File: src/imb_pkg.sv
// Purpose: Shared constants for the interrupt mask bank.
// Assumes: 32-bit classic Wishbone, byte address = 4 * register index.
// Notes:   Every offset and field position lives here, and the reset byte of the groups.
`default_nettype none
package imb_pkg;

  // ---------------------------------------------------------------------
  // Register indices (byte address is four times the index)
  // ---------------------------------------------------------------------
  localparam logic [7:0] IDX_POST_CLEAR_0   = 8'h00_DA; // Posted group 0.
  localparam logic [7:0] IDX_POST_CLEAR_1   = 8'h00_DB; // Posted group 1.
  localparam logic [7:0] IDX_POST_CLEAR_2   = 8'h00_DC; // Posted group 2.
  localparam logic [7:0] IDX_SOFT_POST_CTRL = 8'h00_DE; // Read-only view.
  localparam logic [7:0] IDX_MASK_TWO       = 8'h00_DF; // Mask group two.
  localparam logic [7:0] IDX_MASK_ZERO      = 8'h00_E0; // Mask group zero.
  localparam logic [7:0] IDX_MASK_ONE       = 8'h00_E1; // Mask group one.
  localparam logic [7:0] IDX_SOFT_POST_SET  = 8'h00_E4; // Writable enable.
  localparam logic [7:0] IDX_EVENT_STATUS   = 8'h00_E5; // Sticky events.
  localparam logic [7:0] IDX_EVENT_MASK     = 8'h00_E6; // Event mask.

  // ---------------------------------------------------------------------
  // Field layouts: implemented bits of each 8-bit group
  // ---------------------------------------------------------------------
  localparam logic [7:0] GROUP0_VALID = 8'h00_FD; // Bit 1 reserved.
  localparam logic [7:0] GROUP1_VALID = 8'h00_60; // Bits 6 and 5.
  localparam logic [7:0] GROUP2_VALID = 8'h00_16; // Bits 4, 2 and 1.
  localparam int         SOFT_EN_BIT  = 7;        // Enable in view reg.
  localparam int         SOFT_SET_BIT = 0;        // Enable in set reg.
  localparam int         G0_GPIO1_BIT = 7;        // GPIO port 1 in grp 0.
  localparam int         G0_GPIO0_BIT = 4;        // GPIO port 0 in grp 0.
  localparam int         G2_GPIO2_BIT = 4;        // GPIO port 2 in grp 2.
  localparam int         EV_HW_POST   = 0;        // Hardware post seen.
  localparam int         EV_SW_POST   = 1;        // Software post seen.
  localparam int         EV_HIDDEN    = 2;        // Post while masked.
  localparam int         EV_WIDTH     = 3;        // Event bit count.
  localparam logic [7:0] RESET_BYTE   = 8'h00_00; // All masked, none set.

endpackage : imb_pkg
`default_nettype wire

File: src/imb_post_bank.sv
// Purpose: One group of posted interrupt flags with post/clear writes.
// Assumes: Write strobe is a single-cycle pulse from the bus slave.
// Notes:   A hardware post in the clearing cycle survives the clear.
`timescale 1ns/1ps
`default_nettype none
module imb_post_bank #(
  parameter logic [7:0] VALID = 8'h00_FF
) (
  input  wire logic       clk_sys,
  input  wire logic       rst_n,
  input  wire logic [7:0] hw_post,
  input  wire logic       wr_stb,
  input  wire logic [7:0] wr_data,
  input  wire logic       soft_en,
  output logic      [7:0] posted_reg,
  output logic      [7:0] soft_set
);

  // ---------------------------------------------------------------------
  // Decode of the written byte
  // ---------------------------------------------------------------------
  logic [7:0] clear_cmd; // Bits the write asks to clear.

  // Zeros clear only while software posting is off; ones are then ignored.
  assign clear_cmd = (wr_stb && !soft_en) ? (~wr_data & VALID)
                                          : imb_pkg::RESET_BYTE;
  // Ones post only while software posting is on; zeros are then ignored.
  assign soft_set  = (wr_stb && soft_en) ? (wr_data & VALID)
                                         : imb_pkg::RESET_BYTE;

  // ---------------------------------------------------------------------
  // Posted flags
  // ---------------------------------------------------------------------
  // Posting ignores the mask entirely; setting wins over a clear.
  always_ff @(posedge clk_sys) begin
    if (!rst_n) begin
      posted_reg <= imb_pkg::RESET_BYTE;
    end else begin
      posted_reg <= ((posted_reg & ~clear_cmd) | ((hw_post | soft_set)
                     & VALID));
    end
  end

endmodule : imb_post_bank
`default_nettype wire

File: src/imb_mask_bank.sv
// Purpose: Interrupt mask bank with posted flags and pending outputs.
// Assumes: Classic Wishbone slave, 32-bit data, one-wait registered ack.
// Notes:   Pending is the AND of posted flag and mask, every cycle.
`timescale 1ns/1ps
`default_nettype none
module imb_mask_bank #(
  parameter int ADDR_WIDTH = 12
) (
  input  wire logic                  clk_sys,
  input  wire logic                  rst_n,
  input  wire logic                  wb_cyc_i,
  input  wire logic                  wb_stb_i,
  input  wire logic                  wb_we_i,
  input  wire logic [ADDR_WIDTH-1:0] wb_adr_i,
  input  wire logic [3:0]            wb_sel_i,
  input  wire logic [31:0]           wb_dat_i,
  output logic      [31:0]           wb_dat_o,
  output logic                       wb_ack_o,
  input  wire logic [7:0]            src_event0,
  input  wire logic [7:0]            src_event1,
  input  wire logic [7:0]            src_event2,
  input  wire logic [2:0]            gpio_port_level,
  output logic      [7:0]            pending0,
  output logic      [7:0]            pending1,
  output logic      [7:0]            pending2,
  output logic                       irq
);

  // ---------------------------------------------------------------------
  // Elaboration check
  // ---------------------------------------------------------------------
  // The highest byte address needs ten address bits, and the check that
  // the bits above them are zero needs at least one more, so eleven is
  // the least width that the decode below can serve.
  generate
    if (ADDR_WIDTH < 11) begin : g_bad_width
      $error("imb_mask_bank: ADDR_WIDTH must be at least 11");
    end
  endgenerate

  // ---------------------------------------------------------------------
  // Declarations
  // ---------------------------------------------------------------------
  // Bus side state first, then the mask bank, then the source paths.
  logic       ack_reg;          // Registered acknowledge.
  logic [31:0] dat_reg;         // Registered read data.
  logic       req;              // A new bus request is present.
  logic       wr_take;          // Write takes effect at this edge.
  logic [7:0] wr_idx;           // Register index of the access.
  logic       idx_hit_range;    // Upper address bits are zero.
  logic [7:0] wr_byte;          // Written low byte.
  logic [7:0] mask0_reg;        // Mask group zero.
  logic [7:0] mask1_reg;        // Mask group one.
  logic [7:0] mask2_reg;        // Mask group two.
  logic       soft_post_reg;    // Software post enable.
  logic [2:0] gpio_prev_reg;    // Last sampled GPIO port levels.
  logic [2:0] gpio_edge;        // Level change of each port.
  logic [7:0] hw0;              // Hardware posts, group zero.
  logic [7:0] hw1;              // Hardware posts, group one.
  logic [7:0] hw2;              // Hardware posts, group two.
  logic [7:0] posted0;          // Posted flags, group zero.
  logic [7:0] posted1;          // Posted flags, group one.
  logic [7:0] posted2;          // Posted flags, group two.
  logic [7:0] sset0;            // Software posts, group zero.
  logic [7:0] sset1;            // Software posts, group one.
  logic [7:0] sset2;            // Software posts, group two.
  logic [imb_pkg::EV_WIDTH-1:0] ev_status_reg; // Sticky event bits.
  logic [imb_pkg::EV_WIDTH-1:0] ev_mask_reg;   // Event interrupt mask.
  logic [imb_pkg::EV_WIDTH-1:0] ev_set;        // Events this cycle.
  logic [imb_pkg::EV_WIDTH-1:0] ev_clr;        // Write-one-to-clear.

  // The index helper below serves the read mux, the write decode and the bank
  // strobes alike, so one address decode feeds all three.
  // Compare the access index against a register index.
  function automatic logic is_idx(input logic [7:0] idx);
    is_idx = idx_hit_range && (wr_idx == idx);
  endfunction : is_idx

  // Byte with one reserved-to-zero layout applied.
  function automatic logic [31:0] rd_byte(input logic [7:0] v,
                                          input logic [7:0] valid);
    rd_byte = {24'h00_0000, v & valid};
  endfunction : rd_byte

  // ---------------------------------------------------------------------
  // Bus decode
  // ---------------------------------------------------------------------
  // The ack is registered so that it drops in the cycle after it is given.
  // A request is only seen while ack is low, so a master that holds its
  // strobe through the ack cycle is never taken twice.
  // Writes land on the ack edge, the edge at which the master sees ack.
  assign req           = wb_cyc_i && wb_stb_i && !ack_reg;
  assign wr_take       = wb_cyc_i && wb_stb_i && ack_reg && wb_we_i &&
                         wb_sel_i[0];
  assign wr_idx        = wb_adr_i[9:2];
  assign idx_hit_range = (wb_adr_i[ADDR_WIDTH-1:10] == '0);
  assign wr_byte       = wb_dat_i[7:0];
  assign wb_ack_o      = ack_reg;
  assign wb_dat_o      = dat_reg;

  // Acknowledge every access, mapped or not, one cycle after the request.
  always_ff @(posedge clk_sys) begin
    if (!rst_n) begin
      ack_reg <= 1'b0;
    end else begin
      ack_reg <= req;
    end
  end

  // Read data is captured together with the ack; unmapped reads give zero.
  // The value is frozen at the request edge, so a post that lands while
  // the ack is out shows up only on the next read.
  always_ff @(posedge clk_sys) begin
    if (!rst_n) begin
      dat_reg <= 32'h0000_0000;
    end else if (req) begin
      if (is_idx(imb_pkg::IDX_POST_CLEAR_0)) begin
        dat_reg <= rd_byte(posted0, imb_pkg::GROUP0_VALID);
      end else if (is_idx(imb_pkg::IDX_POST_CLEAR_1)) begin
        dat_reg <= rd_byte(posted1, imb_pkg::GROUP1_VALID);
      end else if (is_idx(imb_pkg::IDX_POST_CLEAR_2)) begin
        dat_reg <= rd_byte(posted2, imb_pkg::GROUP2_VALID);
      end else if (is_idx(imb_pkg::IDX_SOFT_POST_CTRL)) begin
        // Only the enable bit is shown; bits 6 to 0 read as zero.
        dat_reg <= 32'(soft_post_reg) << imb_pkg::SOFT_EN_BIT;
      end else if (is_idx(imb_pkg::IDX_MASK_TWO)) begin
        dat_reg <= rd_byte(mask2_reg, imb_pkg::GROUP2_VALID);
      end else if (is_idx(imb_pkg::IDX_MASK_ZERO)) begin
        dat_reg <= rd_byte(mask0_reg, imb_pkg::GROUP0_VALID);
      end else if (is_idx(imb_pkg::IDX_MASK_ONE)) begin
        dat_reg <= rd_byte(mask1_reg, imb_pkg::GROUP1_VALID);
      end else if (is_idx(imb_pkg::IDX_SOFT_POST_SET)) begin
        dat_reg <= 32'(soft_post_reg) << imb_pkg::SOFT_SET_BIT;
      end else if (is_idx(imb_pkg::IDX_EVENT_STATUS)) begin
        dat_reg <= 32'(ev_status_reg);
      end else if (is_idx(imb_pkg::IDX_EVENT_MASK)) begin
        dat_reg <= 32'(ev_mask_reg);
      end else begin
        dat_reg <= 32'h0000_0000;
      end
    end
  end

  // ---------------------------------------------------------------------
  // Mask registers
  // ---------------------------------------------------------------------
  // Reserved positions are never stored, so they cannot mask anything.
  // A write with byte lane zero disabled leaves every mask untouched.
  // Writes to unmapped indices are acknowledged and dropped.
  always_ff @(posedge clk_sys) begin
    if (!rst_n) begin
      mask0_reg <= imb_pkg::RESET_BYTE;
      mask1_reg <= imb_pkg::RESET_BYTE;
      mask2_reg <= imb_pkg::RESET_BYTE;
    end else if (wr_take) begin
      if (is_idx(imb_pkg::IDX_MASK_ZERO)) begin
        mask0_reg <= wr_byte & imb_pkg::GROUP0_VALID;
      end else if (is_idx(imb_pkg::IDX_MASK_ONE)) begin
        mask1_reg <= wr_byte & imb_pkg::GROUP1_VALID;
      end else if (is_idx(imb_pkg::IDX_MASK_TWO)) begin
        mask2_reg <= wr_byte & imb_pkg::GROUP2_VALID;
      end
    end
  end

  // The enable is shown read-only; software changes it through its own
  // writable register, so a stray write to the view cannot flip it.
  always_ff @(posedge clk_sys) begin
    if (!rst_n) begin
      soft_post_reg <= 1'b0;
    end else if (wr_take && is_idx(imb_pkg::IDX_SOFT_POST_SET)) begin
      soft_post_reg <= wr_byte[imb_pkg::SOFT_SET_BIT];
    end
  end

  // ---------------------------------------------------------------------
  // Source conditioning
  // ---------------------------------------------------------------------
  // GPIO ports post on any change of their level, never on the level.
  // The previous level resets low, so a port that is already high when
  // reset lifts posts once; software clears that post if unwanted.
  always_ff @(posedge clk_sys) begin
    if (!rst_n) begin
      gpio_prev_reg <= 3'h0;
    end else begin
      gpio_prev_reg <= gpio_port_level;
    end
  end

  assign gpio_edge = gpio_port_level ^ gpio_prev_reg;

  // GPIO positions take the edges; other positions take the pulse inputs.
  // Pulses on GPIO positions are dropped so that a stray pulse cannot
  // stand in for an edge.
  always_comb begin
    hw0 = src_event0 & imb_pkg::GROUP0_VALID;
    hw1 = src_event1 & imb_pkg::GROUP1_VALID;
    hw2 = src_event2 & imb_pkg::GROUP2_VALID;
    hw0[imb_pkg::G0_GPIO0_BIT] = gpio_edge[0];
    hw0[imb_pkg::G0_GPIO1_BIT] = gpio_edge[1];
    hw2[imb_pkg::G2_GPIO2_BIT] = gpio_edge[2];
  end

  // ---------------------------------------------------------------------
  // Posted flag banks
  // ---------------------------------------------------------------------
  // Each group has its own bank; the bank keeps set over clear, so a
  // hardware post in the clearing cycle is never lost.
  imb_post_bank #(.VALID(imb_pkg::GROUP0_VALID)) u_bank0 (
    .clk_sys    (clk_sys),
    .rst_n      (rst_n),
    .hw_post    (hw0),
    .wr_stb     (wr_take && is_idx(imb_pkg::IDX_POST_CLEAR_0)),
    .wr_data    (wr_byte),
    .soft_en    (soft_post_reg),
    .posted_reg (posted0),
    .soft_set   (sset0)
  );

  imb_post_bank #(.VALID(imb_pkg::GROUP1_VALID)) u_bank1 (
    .clk_sys    (clk_sys),
    .rst_n      (rst_n),
    .hw_post    (hw1),
    .wr_stb     (wr_take && is_idx(imb_pkg::IDX_POST_CLEAR_1)),
    .wr_data    (wr_byte),
    .soft_en    (soft_post_reg),
    .posted_reg (posted1),
    .soft_set   (sset1)
  );

  imb_post_bank #(.VALID(imb_pkg::GROUP2_VALID)) u_bank2 (
    .clk_sys    (clk_sys),
    .rst_n      (rst_n),
    .hw_post    (hw2),
    .wr_stb     (wr_take && is_idx(imb_pkg::IDX_POST_CLEAR_2)),
    .wr_data    (wr_byte),
    .soft_en    (soft_post_reg),
    .posted_reg (posted2),
    .soft_set   (sset2)
  );

  // ---------------------------------------------------------------------
  // Pending requests
  // ---------------------------------------------------------------------
  // Unmasking a source that already posted makes it pend at once.
  assign pending0 = posted0 & mask0_reg;
  assign pending1 = posted1 & mask1_reg;
  assign pending2 = posted2 & mask2_reg;

  // ---------------------------------------------------------------------
  // Event status and interrupt line
  // ---------------------------------------------------------------------
  // Bit 0 flags any hardware post, bit 1 any software post, and bit 2 a
  // hardware post to a source whose mask is clear.
  assign ev_set[imb_pkg::EV_HW_POST] = |{hw0, hw1, hw2};
  assign ev_set[imb_pkg::EV_SW_POST] = |{sset0, sset1, sset2};
  assign ev_set[imb_pkg::EV_HIDDEN]  = |{hw0 & ~mask0_reg, hw1 & ~mask1_reg,
                                         hw2 & ~mask2_reg};
  assign ev_clr = (wr_take && is_idx(imb_pkg::IDX_EVENT_STATUS)) ?
                  wr_byte[imb_pkg::EV_WIDTH-1:0] : '0;

  // Sticky status: a new event in the clearing cycle is kept.
  always_ff @(posedge clk_sys) begin
    if (!rst_n) begin
      ev_status_reg <= '0;
    end else begin
      ev_status_reg <= (ev_status_reg & ~ev_clr) | ev_set;
    end
  end

  // Event mask, one enable per status bit.
  always_ff @(posedge clk_sys) begin
    if (!rst_n) begin
      ev_mask_reg <= '0;
    end else if (wr_take && is_idx(imb_pkg::IDX_EVENT_MASK)) begin
      ev_mask_reg <= wr_byte[imb_pkg::EV_WIDTH-1:0];
    end
  end

  // The line is a level: it stays high until software clears the status
  // bit or closes its mask.
  assign irq = |(ev_status_reg & ev_mask_reg);

endmodule : imb_mask_bank
`default_nettype wire

File: config.mk
export PLATFORM = sky130hd
export DESIGN_NAME = imb_mask_bank
export DESIGN_NICKNAME = d
export VERILOG_FILES = /design/src/imb_pkg.sv /design/src/imb_post_bank.sv /design/src/imb_mask_bank.sv
export SDC_FILE = /design/constraint.sdc
export NUM_CORES = 1
export LEC_CHECK = 0
export BUFFER_PORTS_ARGS = -buffer_cell sky130_fd_sc_hd__buf_2
export CORE_UTILIZATION = 46
export DETAILED_ROUTE_END_ITERATION = 12
export GPL_TIMING_DRIVEN = 0
export HOLD_SLACK_MARGIN = 0.12
export PLACE_DENSITY = 0.9
export SLEW_MARGIN = 15
export SYNTH_ARGS = -nofsm -noshare
export SYNTH_HDL_FRONTEND = slang
export SYNTH_SLANG_ARGS = --single-unit
File: constraint.sdc
create_clock -name clk_sys -period 1.93 [get_ports clk_sys]
set_input_delay 0.0965 -clock clk_sys [delete_from_list [all_inputs] [get_ports clk_sys]]
set_output_delay 0.0965 -clock clk_sys [all_outputs]
set_load 0.005 [all_outputs]
== Yosys cells after proc, flatten, opt, wreduce, memory -nomap -nowiden ==
Cells that the tools add are included.
Cells by class
  equality and inequality tests: 10
  multiplexer cells: 17
  bitwise operators: 29
  reductions and logical operators: 37
Operators with widths (number)
  $eq A8 B8 Y1 const B: 10
  $mux W8: 7
  $reduce_or A24 Y1: 2
  $and A8 B8 Y8: 5
  $not A8 Y8: 5
  $mux W32: 1
  $logic_and A1 B1 Y1: 27
  $mux W7: 3
  $or A8 B8 Y8: 2
  $mux W3: 4
  $reduce_or A12 Y1: 1
  $mux W5: 2
  $and A5 B8 Y8: 1
  $and A7 B8 Y8: 1
  $and A8 B5 Y8: 1
  $and A8 B7 Y8: 1
  $not A5 Y8: 1
  $not A7 Y8: 1
  $or A8 B5 Y8: 1
  $or A8 B7 Y8: 1
  $or A7 B7 Y7: 1
  $and A3 B3 Y3: 2
  $or A5 B5 Y5: 1
  $reduce_and A4 Y1: 1
  other kinds (9): 11
Storage, ports and cells
  register bits after elaboration: 79
  bits of input ports: 80
  output and inout port bits: 58
  logic and storage cells: 105

== Depth between registers and ports, before layout ==
Gate-level depths: netlist (run 1).
  word-level depth: 12
  depth in mapped cells: 8
  gate-level depth less buffers: 5

== Cells and area by module ==
Synthesis (run 1) repeated with hierarchy kept, for this count alone.
Unflattened totals
  cells, all modules: 371
  area, all modules: 3010.4 um2
By module, submodules not included
  imb_mask_bank: instances 1, cells an instance 269, area an instance 2079.5 um2, seq. area each 620.6 um2
  imb_post_bank (u_bank0): instances 1, cells an instance 48, area an instance 476.7 um2, seq. area each 140.1 um2
  imb_post_bank (u_bank2): instances 1, cells an instance 29, area an instance 247.7 um2, seq. area each 60.1 um2
  imb_post_bank (u_bank1): instances 1, cells an instance 25, area an instance 206.4 um2, seq. area each 40.0 um2

== Worst setup path before layout (run 1) ==
Ideal clock, no wire load.
  kind: reg2reg
  from: register ack_reg (netlist: wb_ack_o)
  to: register u_bank0.posted_reg[4]
  setup time: 0.127 ns
  arrival: 1.575 ns
  data required time: 1.803 ns
  path slack: 0.228 ns
  cell stages (with the launch flop): 7
  buffers on the path: 1
  period minus slack after synthesis: 1.702 ns
  cells stage by stage: dfxtp_1 > nand3_2 > or4_4 > buf_6 > o31a_1 > o22ai_1 > a21boi_1
Between the ends
  cells in the longest elaborated chain, start to end: 9
  elaborated cells between the ends (all ways): 12
  classes of those cells: mux: 2; bitwise: 4; reduce/logical: 6
RTL lines
  from (decl): line imb_mask_bank.sv:45  | logic ack_reg;
  from (signal assigned): line imb_mask_bank.sv:106  | ack_reg <= req;
  $logic_and A1 B1 Y1 (*) (3 in a row): line imb_mask_bank.sv:93  | assign wr_take = wb_cyc_i && wb_stb_i && ack_reg && wb_we_i &&
  $logic_and A1 B1 Y1 (*): line imb_mask_bank.sv:213  | .wr_stb (wr_take && is_idx(imb_pkg::IDX_POST_CLEAR_0)),
  $logic_and A1 B1 Y1: line imb_post_bank.sv:25  | assign clear_cmd = (wr_stb && !soft_en) ? (~wr_data & VALID)
  $mux W8: line imb_post_bank.sv:25
  $not A8 Y8: line imb_post_bank.sv:39  | posted_reg <= ((posted_reg & ~clear_cmd) | ((hw_post | soft_set)
  $and A8 B8 Y8: line imb_post_bank.sv:39
  $or A8 B8 Y8 (*): line imb_post_bank.sv:39
  to (signal assigned): line imb_post_bank.sv:37  | posted_reg <= imb_pkg::RESET_BYTE;
  to (signal assigned): line imb_post_bank.sv:39
  to (decl): line imb_post_bank.sv:15  | output logic [7:0] posted_reg,
Every way passes the cells marked *; elsewhere a longest branch is shown, timed or not.
A chain may end at the register's enable or synchronous reset.

== Worst setup path after layout (run 1) ==
  from: register ack_reg (netlist: wb_ack_o)
  to: register u_bank0.posted_reg[3]
The elaborated chain is that of the path after synthesis.

==> results of run 1 <==
## layout make-up
class | count | area [µm²]
tap | 72 | 90.1
inverter | 14 | 52.6
fill | 511 | 2120
buffer | 56 | 369
sequential | 43 | 861
clock buffer | 6 | 82.6
timing repair buffer | 71 | 435
multi-input combinational | 255 | 1560
clock inverter | 2 | 35.0
## cells by family (layout without fill, tap and decap cells)
| logic type | count (synthesis) | in the layout | share of synthesized area |
|---|---|---|---|
| other | 1 | 36 | 0.00138 |
| AND/OR/NAND/NOR | 103 | 103 | 0.221 |
| flip-flops | 43 | 43 | 0.317 |
| buffers and inverters | 70 | 149 | 0.155 |
| multiplexers | 5 | 5 | 0.0185 |
| XOR/XNOR | 3 | 3 | 0.00969 |
| AO/OA/AOI/OAI | 108 | 108 | 0.277 |
## per-layer routing
metal,routed length [µm],track usage,share of wire,up-vias
met5,0,0,0,-
met2,3700,0.422,0.46,191
li1,-,-,-,1361
met3,849,0.0448,0.11,20
met1,3300,0.346,0.41,1330
met4,170,0.102,0.021,0
## report_power, final
group | internal [mW] | total (mW) | leakage, nW | switching (mW)
clock | 0.419 | 0.731 | 0.0612 | 0.312
sequential | 0.917 | 0.944 | 0.352 | 0.0272
combinational | 0.161 | 0.323 | 1.12 | 0.162
total | 1.50 | 2.00 | 1.53 | 0.501
## path summary, 6_finish.rpt
check,startpoint,endpoint,slack [ns],cells past startpoint
worst min register to register,wb_dat_o[1],wb_dat_o[1],0.48,2
worst max register to register,wb_ack_o,u_bank0.posted_reg[3],0.10,6
worst max-delay path,wb_ack_o,u_bank0.posted_reg[3],0.10,6
worst min-delay path,wb_dat_i[5],mask1_reg[5],0.14,3
## cells in the final DEF (no fill, tap or decap), drive strengths merged, types with 13 or more instances in the layout
cell and instances:
a21boi 18, o21ai 13, dlygate4sd3 15, inv 14, and2 18, nand2 30, buf 105, conb 36
dfxtp 43, a21oi 15, nand3 16, clkbuf 13
## worst max-delay path, stage by stage, from the launching register on
cell and delay (ns):
dfxtp_1 0.40, nand3_2 0.12, or4_4 0.50, buf_6 0.16, o31ai_1 0.26, a21oi_1 0.11, o21a_1 0.17
## stage by stage
step	setup slack (ns)	hold WS, ns	cell area (µm²)	utilization	std cells
finish	0.100	0.136	3490	0.622	519
global route	0.000633	0.136	3490	0.622	519
CTS	0.104	0.124	3470	0.619	517
detailed placement	0.149	0.332	3200	0.571	494
global placement	0.170	0.327	3200	0.571	494
floorplan	0.228	0.218	2840	-	368
## timing repair
| item | 4_1_cts | 5_1_grt |
|---|---|---|
| resized for setup | 0 | 0 |
| setup buffers | 0 | 2 |
| hold buffers | 15 | 0 |
| endpoints found under the hold margin | 15 | 0 |
| endpoints found under the setup margin | 0 | 10 |
==> summary.txt, run 1 <==
Floorplan
  – Top-Level Pins: 138
  – # rows: 27
  – Full die area: 0.00621 mm²
  – Core area: 0.00561 mm²
  – Starting density of the core: 0.484
  – Die width: 78.8 µm
  – Die H: 78.8 µm

Layout
  – Layout cell share with drive strength beyond 1: 0.266
  – Layout Nets: 526
  – Antenna cells: 0
  – Area growth syn-to-layout: 28.6%
  – Max reg flops: 8

Clock tree
  – CTS Buffer Depth: 2
  – CTS tree: done
  – Num CTS Buffers: 5
  – Skew-Pair Late Insertion Delay: ~0.29 ns
  – # H-tree levels: 2
  – Clk slew on worst S/H paths: 0.08 ns
  – Clock Tree Root: clkbuf_8
  – Clk sink count: 43

Power and ir drop
  – Leak: 1.53 nW
  – P per Cell Area: approximately 570 mW/mm²
  – Power, Total: about 2 mW
  – Worst vdd ir: between 0.4 and 0.5 mV

Critical path
  – Worst Setup Path Type: flop to flop
  – CP Capture Type: flop
  – Worst endpoint required time: 2.12 ns
  – Critical Path Source Type: flop
  – Worst-path maximum fanout: 10
  – Critical path data arrival time: between 2 and 2.5 ns

Synthesis
  – Syn Std Cell Area: 0.00271 mm²
  – Commonest cells in the netlist: 43 x dfxtp_1, 37 x buf_4, 30 x nand2_1
  – Ys flop type: dfxtp_1
  – Post-synth EDFFs: 0
  – Post-synth top area share: 0.317
  – FFs w/ async S/R, synth: 0
  – Cells after synthesis: approximately 330
  – Total of warnings raised by yosys: 0
  – Synth Register Bits: 43
  – Sequential-to-total area share from yosys stat: 0.317
  – Synth unique cells: 53
  – Syn avg cell area: 8.15 µm²
  – Dominant cell type by area after synthesis: dfxtp_1
  – Synth top area cells: dfxtp_1 32%, buf_4 10%, and2_1 4.2%
  – Most common cell in the netlist: dfxtp_1

STA
  – Post-route setup TNS: 0 ns
  – Tmin final: 1.83 ns
  – Pins Over Slew Limit: 0
  – Tcrit/Tclk final: 0.948
  – Final Hold Viols: 0
  – Worst slew margin: 0.639
  – Peak Freq: 546 MHz
  – RSZ-0062 raised after global routing: false
  – Final setup skew: approximately 0.0082 ns
  – Worst-Margin Slew: 0.539 ns
  – Finish-stage setup viols: 0

Global route
  – Gr usage total: 0.261
  – Pin count of the biggest net entering global routing: 14
  – Via count of the first global-routing pass: 2616
  – First-pass GRT wire length: 12700 µm
  – Initial antenna violation count: 0
  – Total grt overflow: 0

Flow run
  – Max-Cap Viols: 0

Detailed routing
  – Vias/cell: ~5.6
  – Routed wire per std cell: 15.5 µm
  – Routed Antenna Nets: 0
  – Via count: 2902
  – TritonRoute pass-1 iters: 5
  – Iter 0 DRT Violations: 336
  – Final Routed Wirelength: 8020 µm
  – DRC errors left: 0

Placement
  – DP HPWL: about 6000 µm
  – Placer Congestion: 0.927
  – # port buffers: 54

Status
  – Status: complete, no violations

Worst hold path
  – Hold Path Class: input port to flop
(Power assumes the default switching activity.)
==> inputs of run 2 (changes only) <==
--- a/config.mk
+++ b/config.mk
@@ -9,7 +9,7 @@
 export CORE_UTILIZATION = 46
 export DETAILED_ROUTE_END_ITERATION = 12
 export GPL_TIMING_DRIVEN = 0
-export HOLD_SLACK_MARGIN = 0.12
+export HOLD_SLACK_MARGIN = 0.15
 export PLACE_DENSITY = 0.9
 export SLEW_MARGIN = 15
 export SYNTH_ARGS = -nofsm -noshare
==> constraint.sdc (replaced) <==
create_clock -name clk_sys -period 2 [get_ports clk_sys]
set_input_delay 0.1 -clock clk_sys [delete_from_list [all_inputs] [get_ports clk_sys]]
set_output_delay 0.1 -clock clk_sys [all_outputs]
set_load 0.005 [all_outputs]
==> run 2 against run 1 <==
  * Fmax grew 0.58%
  * Total power shrank 3.2%
  * Combinational power shrank 2%
  * Non-clock buffer count grew 1
==> summary.txt, run 2 (same netlist as run 1, synthesis figures left out) <==
Placement
  – Placer Congestion: about 0.9
  – Placed Area: 0.00320 mm²
  – # port buffers: 54
  – Placed insts: 494
  – DP HPWL: 5990 µm

Floorplan
  – Starting density of the core: 0.484
  – # rows: 27
  – Full die area: 0.00621 mm²
  – Die width: slightly below 80 µm
  – Die H: 78.8 µm
  – Core area: 0.00561 mm²
  – Top-Level Pins: between 100 and 150

Detailed routing
  – WL met3: 882 µm
  – WL met2: ~3700 µm
  – Vias/cell: around 5.6
  – Met1 wire length: 3290 µm
  – Routed Antenna Nets: 0
  – Via count: 2921
  – Routed wire per std cell: 15.5 µm
  – TritonRoute pass-1 iters: 5
  – DRC errors left: 0
  – Iter 0 DRT Violations: 328
  – Top Metal Used: met4
  – Final Routed Wirelength: 8060 µm

STA
  – Tcrit/Tclk final: 0.910
  – Worst-Margin Slew: 0.702 ns
  – Worst slew margin: 0.529
  – Final setup skew: 0.00741 ns
  – Post-route setup TNS: 0 ns
  – Tmin final: 1.82 ns
  – Finish-stage setup viols: 0
  – Final Hold Viols: 0
  – Pins Over Slew Limit: 0
  – RSZ-0062 raised after global routing: false
  – Peak Freq: 550 MHz

Clock tree
  – CTS Buffer Depth: 2
  – Clk slew on worst S/H paths: about 0.08 ns
  – Resized cells post-CTS: 0
  – # H-tree levels: 2
  – CTS tree: done
  – Clk sink count: 43
  – Clock Tree Root: clkbuf_8
  – Skew-Pair Late Insertion Delay: 0.29 ns
  – Num CTS Buffers: 5
  – Post-CTS Setup Bufs: 0

Global route
  – Pin count of the biggest net entering global routing: 14
  – Via count of the first global-routing pass: 2643
  – Initial antenna violation count: 0
  – Total grt overflow: 0
  – First-pass GRT wire length: between 10000 and 15000 µm
  – Gr usage total: 0.262

Layout
  – Commonest non-fill, non-tap cell in the layout: buf_2
  – Final Cell Area: 0.00350 mm²
  – Layout Nets: 527
  – Most frequent cells in the layout: 64 x buf_2, 43 x dfxtp_1, 37 x buf_4
  – Antenna cells: 0
  – Layout cell share with drive strength beyond 1: 0.261
  – Area growth syn-to-layout: 29.1%
  – Max reg flops: 8
  – Fillers: 507
  – Fin cells: 520

Critical path
  – Critical Path Source Type: flop
  – CP Capture Type: flop
  – Worst endpoint required time: 2.18 ns
  – Critical path data arrival time: 1.99 ns
  – Worst-path maximum fanout: 10
  – Worst Setup Path Type: flop to flop

Status
  – Status: complete, no violations

Worst hold path
  – Hold Path Class: input port to flop

Power and ir drop
  – Leak: approximately 1.5 nW
  – P per Cell Area: 552 mW/mm²
  – Worst vdd ir: 0.451 mV
  – Power, Total: 1.93 mW

Flow run
  – Max-Cap Viols: 0
## run 2: layout make-up
| class | instances | area [µm²] | share of cell area |
|---|---|---|---|
| Multi-Input combinational cell | 255 | 1560 | 0.446 |
| Sequential cell | 43 | 861 | 0.246 |
| Timing Repair Buffer | 72 | 450 | 0.129 |
| Buffer | 56 | 369 | 0.105 |
| Tap cell | 72 | 90.1 | 0.0257 |
| Clock buffer | 6 | 82.6 | 0.0236 |
| Inverter | 14 | 52.6 | 0.0150 |
| Clock inverter | 2 | 35.0 | 0.0100 |
## run 2: critical path, stage by stage, from the launching register on
cell and delay (ns):
dfxtp_1 0.40, nand3_2 0.12, or4_4 0.50, buf_6 0.16, o31a_1 0.28, o22ai_1 0.16, a21boi_1 0.08
## run 2: repair_timing
action                                 in CTS  in global routing
endpoints found under the hold margin      20                  0
setup endpoints to repair                   0                  2
hold buffers                               18                  0
## run 2: worst paths after layout
kind | cells past startpoint | startpoint | slack [ns] | end
setup reg to reg | 6 | wb_ack_o | 0.18 | u_bank0.posted_reg[4]
hold / removal | 3 | wb_dat_i[0] | 0.16 | mask0_reg[0]
setup / recovery | 6 | wb_ack_o | 0.18 | u_bank0.posted_reg[4]
hold reg to reg | 2 | wb_dat_o[1] | 0.48 | wb_dat_o[1]
## run 2: through the flow
stage / setup WS (ns) / hold WS, ns / util
2_1_floorplan: 0.298 / 0.222 / -
3_3_place_gp: 0.240 / 0.330 / 0.571
3_5_place_dp: 0.219 / 0.336 / 0.571
4_1_cts: 0.174 / 0.156 / 0.624
5_1_grt: 0.0632 / 0.185 / 0.624
6_report: 0.181 / 0.163 / 0.624
## run 2: per-layer routing
| metal | global-route usage | vias up |
|---|---|---|
| met4 | 0.104 | 0 |
| met2 | 0.424 | 204 |
| met5 | 0 | - |
| met3 | 0.0506 | 16 |
| met1 | 0.342 | 1336 |
| li1 | - | 1365 |
## run 2: power by group
group	total (mW)	switching [mW]	internal, mW
clock	0.707	0.302	0.404
sequential	0.911	0.0263	0.885
combinational	0.316	0.157	0.159
total	1.93	0.486	1.45
==> inputs of run 3 (changes only) <==
--- a/config.mk
+++ b/config.mk
@@ -6,12 +6,13 @@
 export NUM_CORES = 1
 export LEC_CHECK = 0
 export BUFFER_PORTS_ARGS = -buffer_cell sky130_fd_sc_hd__buf_2
-export CORE_UTILIZATION = 46
+export CORE_UTILIZATION = 48
 export DETAILED_ROUTE_END_ITERATION = 12
 export GPL_TIMING_DRIVEN = 0
 export HOLD_SLACK_MARGIN = 0.15
-export PLACE_DENSITY = 0.9
+export PLACE_DENSITY = 0.91
 export SLEW_MARGIN = 15
 export SYNTH_ARGS = -nofsm -noshare
 export SYNTH_HDL_FRONTEND = slang
+export SYNTH_HIERARCHICAL = 1
 export SYNTH_SLANG_ARGS = --single-unit
==> run 3 against run 2 <==
  * Synthesized cell count increased by 7.8%
  * Count of clock-buffer cells in the layout unchanged
  * Combinational power increased by 14%
  * Fmax decreased by 6.6%
  * Critical path type is now input port to flop
==> summary.txt, run 3 <==
Status
  – Status: complete, no violations

Critical path
  – R2R setup slack: around 0.11 ns
  – Crit path to: ev_status_reg[1]
  – Critical Path Source Type: input port
  – Crit path largest cell delay: 0.45 ns
  – Reg2Reg Launch Point: wb_ack_o
  – Max stage delay cell, worst path: or3_1
  – Reg2reg end: ev_status_reg[1]
  – Worst-path maximum fanout: 10
  – CP Capture Type: flop
  – Worst Setup Path Type: input port to flop
  – Worst r2r path cells: 8
  – Critical path origin: wb_adr_i[7]
  – Critical path data arrival time: ~2.2 ns
  – Cell breakdown of the critical path: buf_2, and4b_1, nand4_1, or3_1, nor3_4, buf_6, buf_6, and3_1, nor4_2, nand4_1, o31a_1
  – Worst endpoint required time: 2.24 ns

Detailed routing
  – Iter 0 DRT Violations: between 300 and 400
  – Via count: 3055
  – DRC errors left: 0
  – Vias/cell: ~5.5
  – Routed wire per std cell: 15.7 µm
  – Routed Antenna Nets: 0
  – TritonRoute pass-1 iters: 6
  – Final Routed Wirelength: 8640 µm

Floorplan
  – Die width: 80 µm
  – Top-Level Pins: 138
  – Full die area: 0.00640 mm²
  – # rows: 28
  – Core area: 0.00589 mm²
  – Starting density of the core: 0.496
  – Die H: 80 µm

STA
  – Final Hold Viols: 0
  – Finish-stage setup viols: 0
  – Tmin final: 1.95 ns
  – Final setup skew: 0.00629 ns
  – Worst-Margin Slew: 0.935 ns
  – Worst slew margin: 0.371
  – Hold_ws: 0.158 ns
  – Pins Over Slew Limit: 0
  – RSZ-0062 raised after global routing: true
  – Tcrit/Tclk final: 0.974
  – Peak Freq: 513 MHz

Power and ir drop
  – Leak: approximately 1.7 nW
  – P per Cell Area: ~520 mW/mm²
  – Power, Total: 1.94 mW
  – Worst vdd ir: 0.531 mV

Synthesis
  – Syn avg cell area: 8.13 µm²
  – Syn Std Cell Area: 0.00292 mm²
  – Cells after synthesis: 359
  – Total of warnings raised by yosys: 6

Global route
  – Gr usage total: 0.274
  – Pin count of the biggest net entering global routing: 19
  – Via count of the first global-routing pass: between 2000 and 3000
  – First-pass GRT wire length: 13300 µm
  – GR peak layer: met2
  – Total grt overflow: 0
  – Met1 Use GR: 0.340
  – GR Util met2: 0.450
  – Initial antenna violation count: 0
  – Met3 GRT Util: 0.0537

Clock tree
  – CTS Buffer Depth: 2
  – Skew-Pair Late Insertion Delay: 0.30 ns
  – Num CTS Buffers: 5
  – Clk sink count: 43
  – Clk slew on worst S/H paths: around 0.08 ns
  – # H-tree levels: 2
  – Clock Tree Root: clkbuf_8
  – CTS tree: done

Worst hold path
  – Hold Path Class: input port to flop

Placement
  – DP HPWL: 6330 µm
  – Placer Congestion: 0.974
  – Placed Area: between 0.003 and 0.004 mm²
  – # port buffers: 56

Layout
  – Max reg flops: 8
  – Commonest non-fill, non-tap cell in the layout: buf_2
  – Finished Core Util: 0.633
  – Layout cell share with drive strength beyond 1: 0.315
  – Layout Nets: roughly 560
  – Antenna cells: 0
  – Area growth syn-to-layout: 27.6%
  – Final Cell Area: ~0.0037 mm²
  – Most frequent cells in the layout: 57 x buf_2, 53 x buf_4, 48 x conb_1

Flow run
  – Max-Cap Viols: 0
run 3: what timing repair did:
action | 4_1_cts | 5_1_grt
hold buffers | 7 | 1
buffers inserted | 1 | 2
gates resized for setup | 3 | 10
endpoints found under the setup margin | 8 | 11
pin swaps | 1 | 1
endpoints found under the hold margin | 8 | 1
run 3: worst min path at each step:
stage | slack (ns) | end | cells after the start | start
2_1_floorplan | 0.22 | gpio_prev_reg[0] | 1 | gpio_port_level[0]
6_report | 0.16 | mask0_reg[2] | 3 | wb_dat_i[2]
3_3_place_gp | 0.33 | gpio_prev_reg[2] | 2 | gpio_port_level[2]
5_1_grt | 0.18 | mask0_reg[2] | 3 | wb_dat_i[2]
4_1_cts | 0.16 | mask0_reg[6] | 3 | wb_dat_i[6]
3_5_place_dp | 0.33 | gpio_prev_reg[0] | 2 | gpio_port_level[0]
run 3: layout make-up:
cell class / count / area [µm²]
timing repair buffer: 67 / 383
sequential: 43 / 862
fill: 535 / 2160
buffer: 59 / 434
inverter: 15 / 56.3
tap: 75 / 93.8
clock inverter: 1 / 30.0
multi-input combinational: 285 / 1790
clock buffer: 6 / 72.6
run 3: routing by layer:
metal  up-vias  share of wire  routed length, µm
li1       1443              -                  -
met5         -              0                  0
met2       224           0.48               4150
met3        27           0.10                883
met1      1361           0.39               3370
met4         0          0.027                230
run 3: critical path, delay by kind of cell:
| kind | cells | cell delay, ns |
|---|---|---|
| AO/OA/AOI/OAI | 1 | 0.13 |
| buffers and inverters | 3 | 0.42 |
| AND/OR/NAND/NOR | 7 | 1.53 |
run 3: metrics by stage:
step	TNS (ns)	cells	setup WS (ns)
after CTS	0	548	0.00208
after detailed placement	-4.45	534	-0.489
after floorplan	0	403	0.0455
final	0	551	0.0516
after global routing	-0.0788	551	-0.0528
after global placement	-3.40	534	-0.446
run 3: report_power, final:
| part | leakage [nW] | internal, mW | switching (mW) |
|---|---|---|---|
| logic | 1.31 | 0.172 | 0.189 |
| registers | 0.353 | 0.889 | 0.0305 |
| clock network | 0.0513 | 0.366 | 0.298 |
| total | 1.71 | 1.43 | 0.517 |
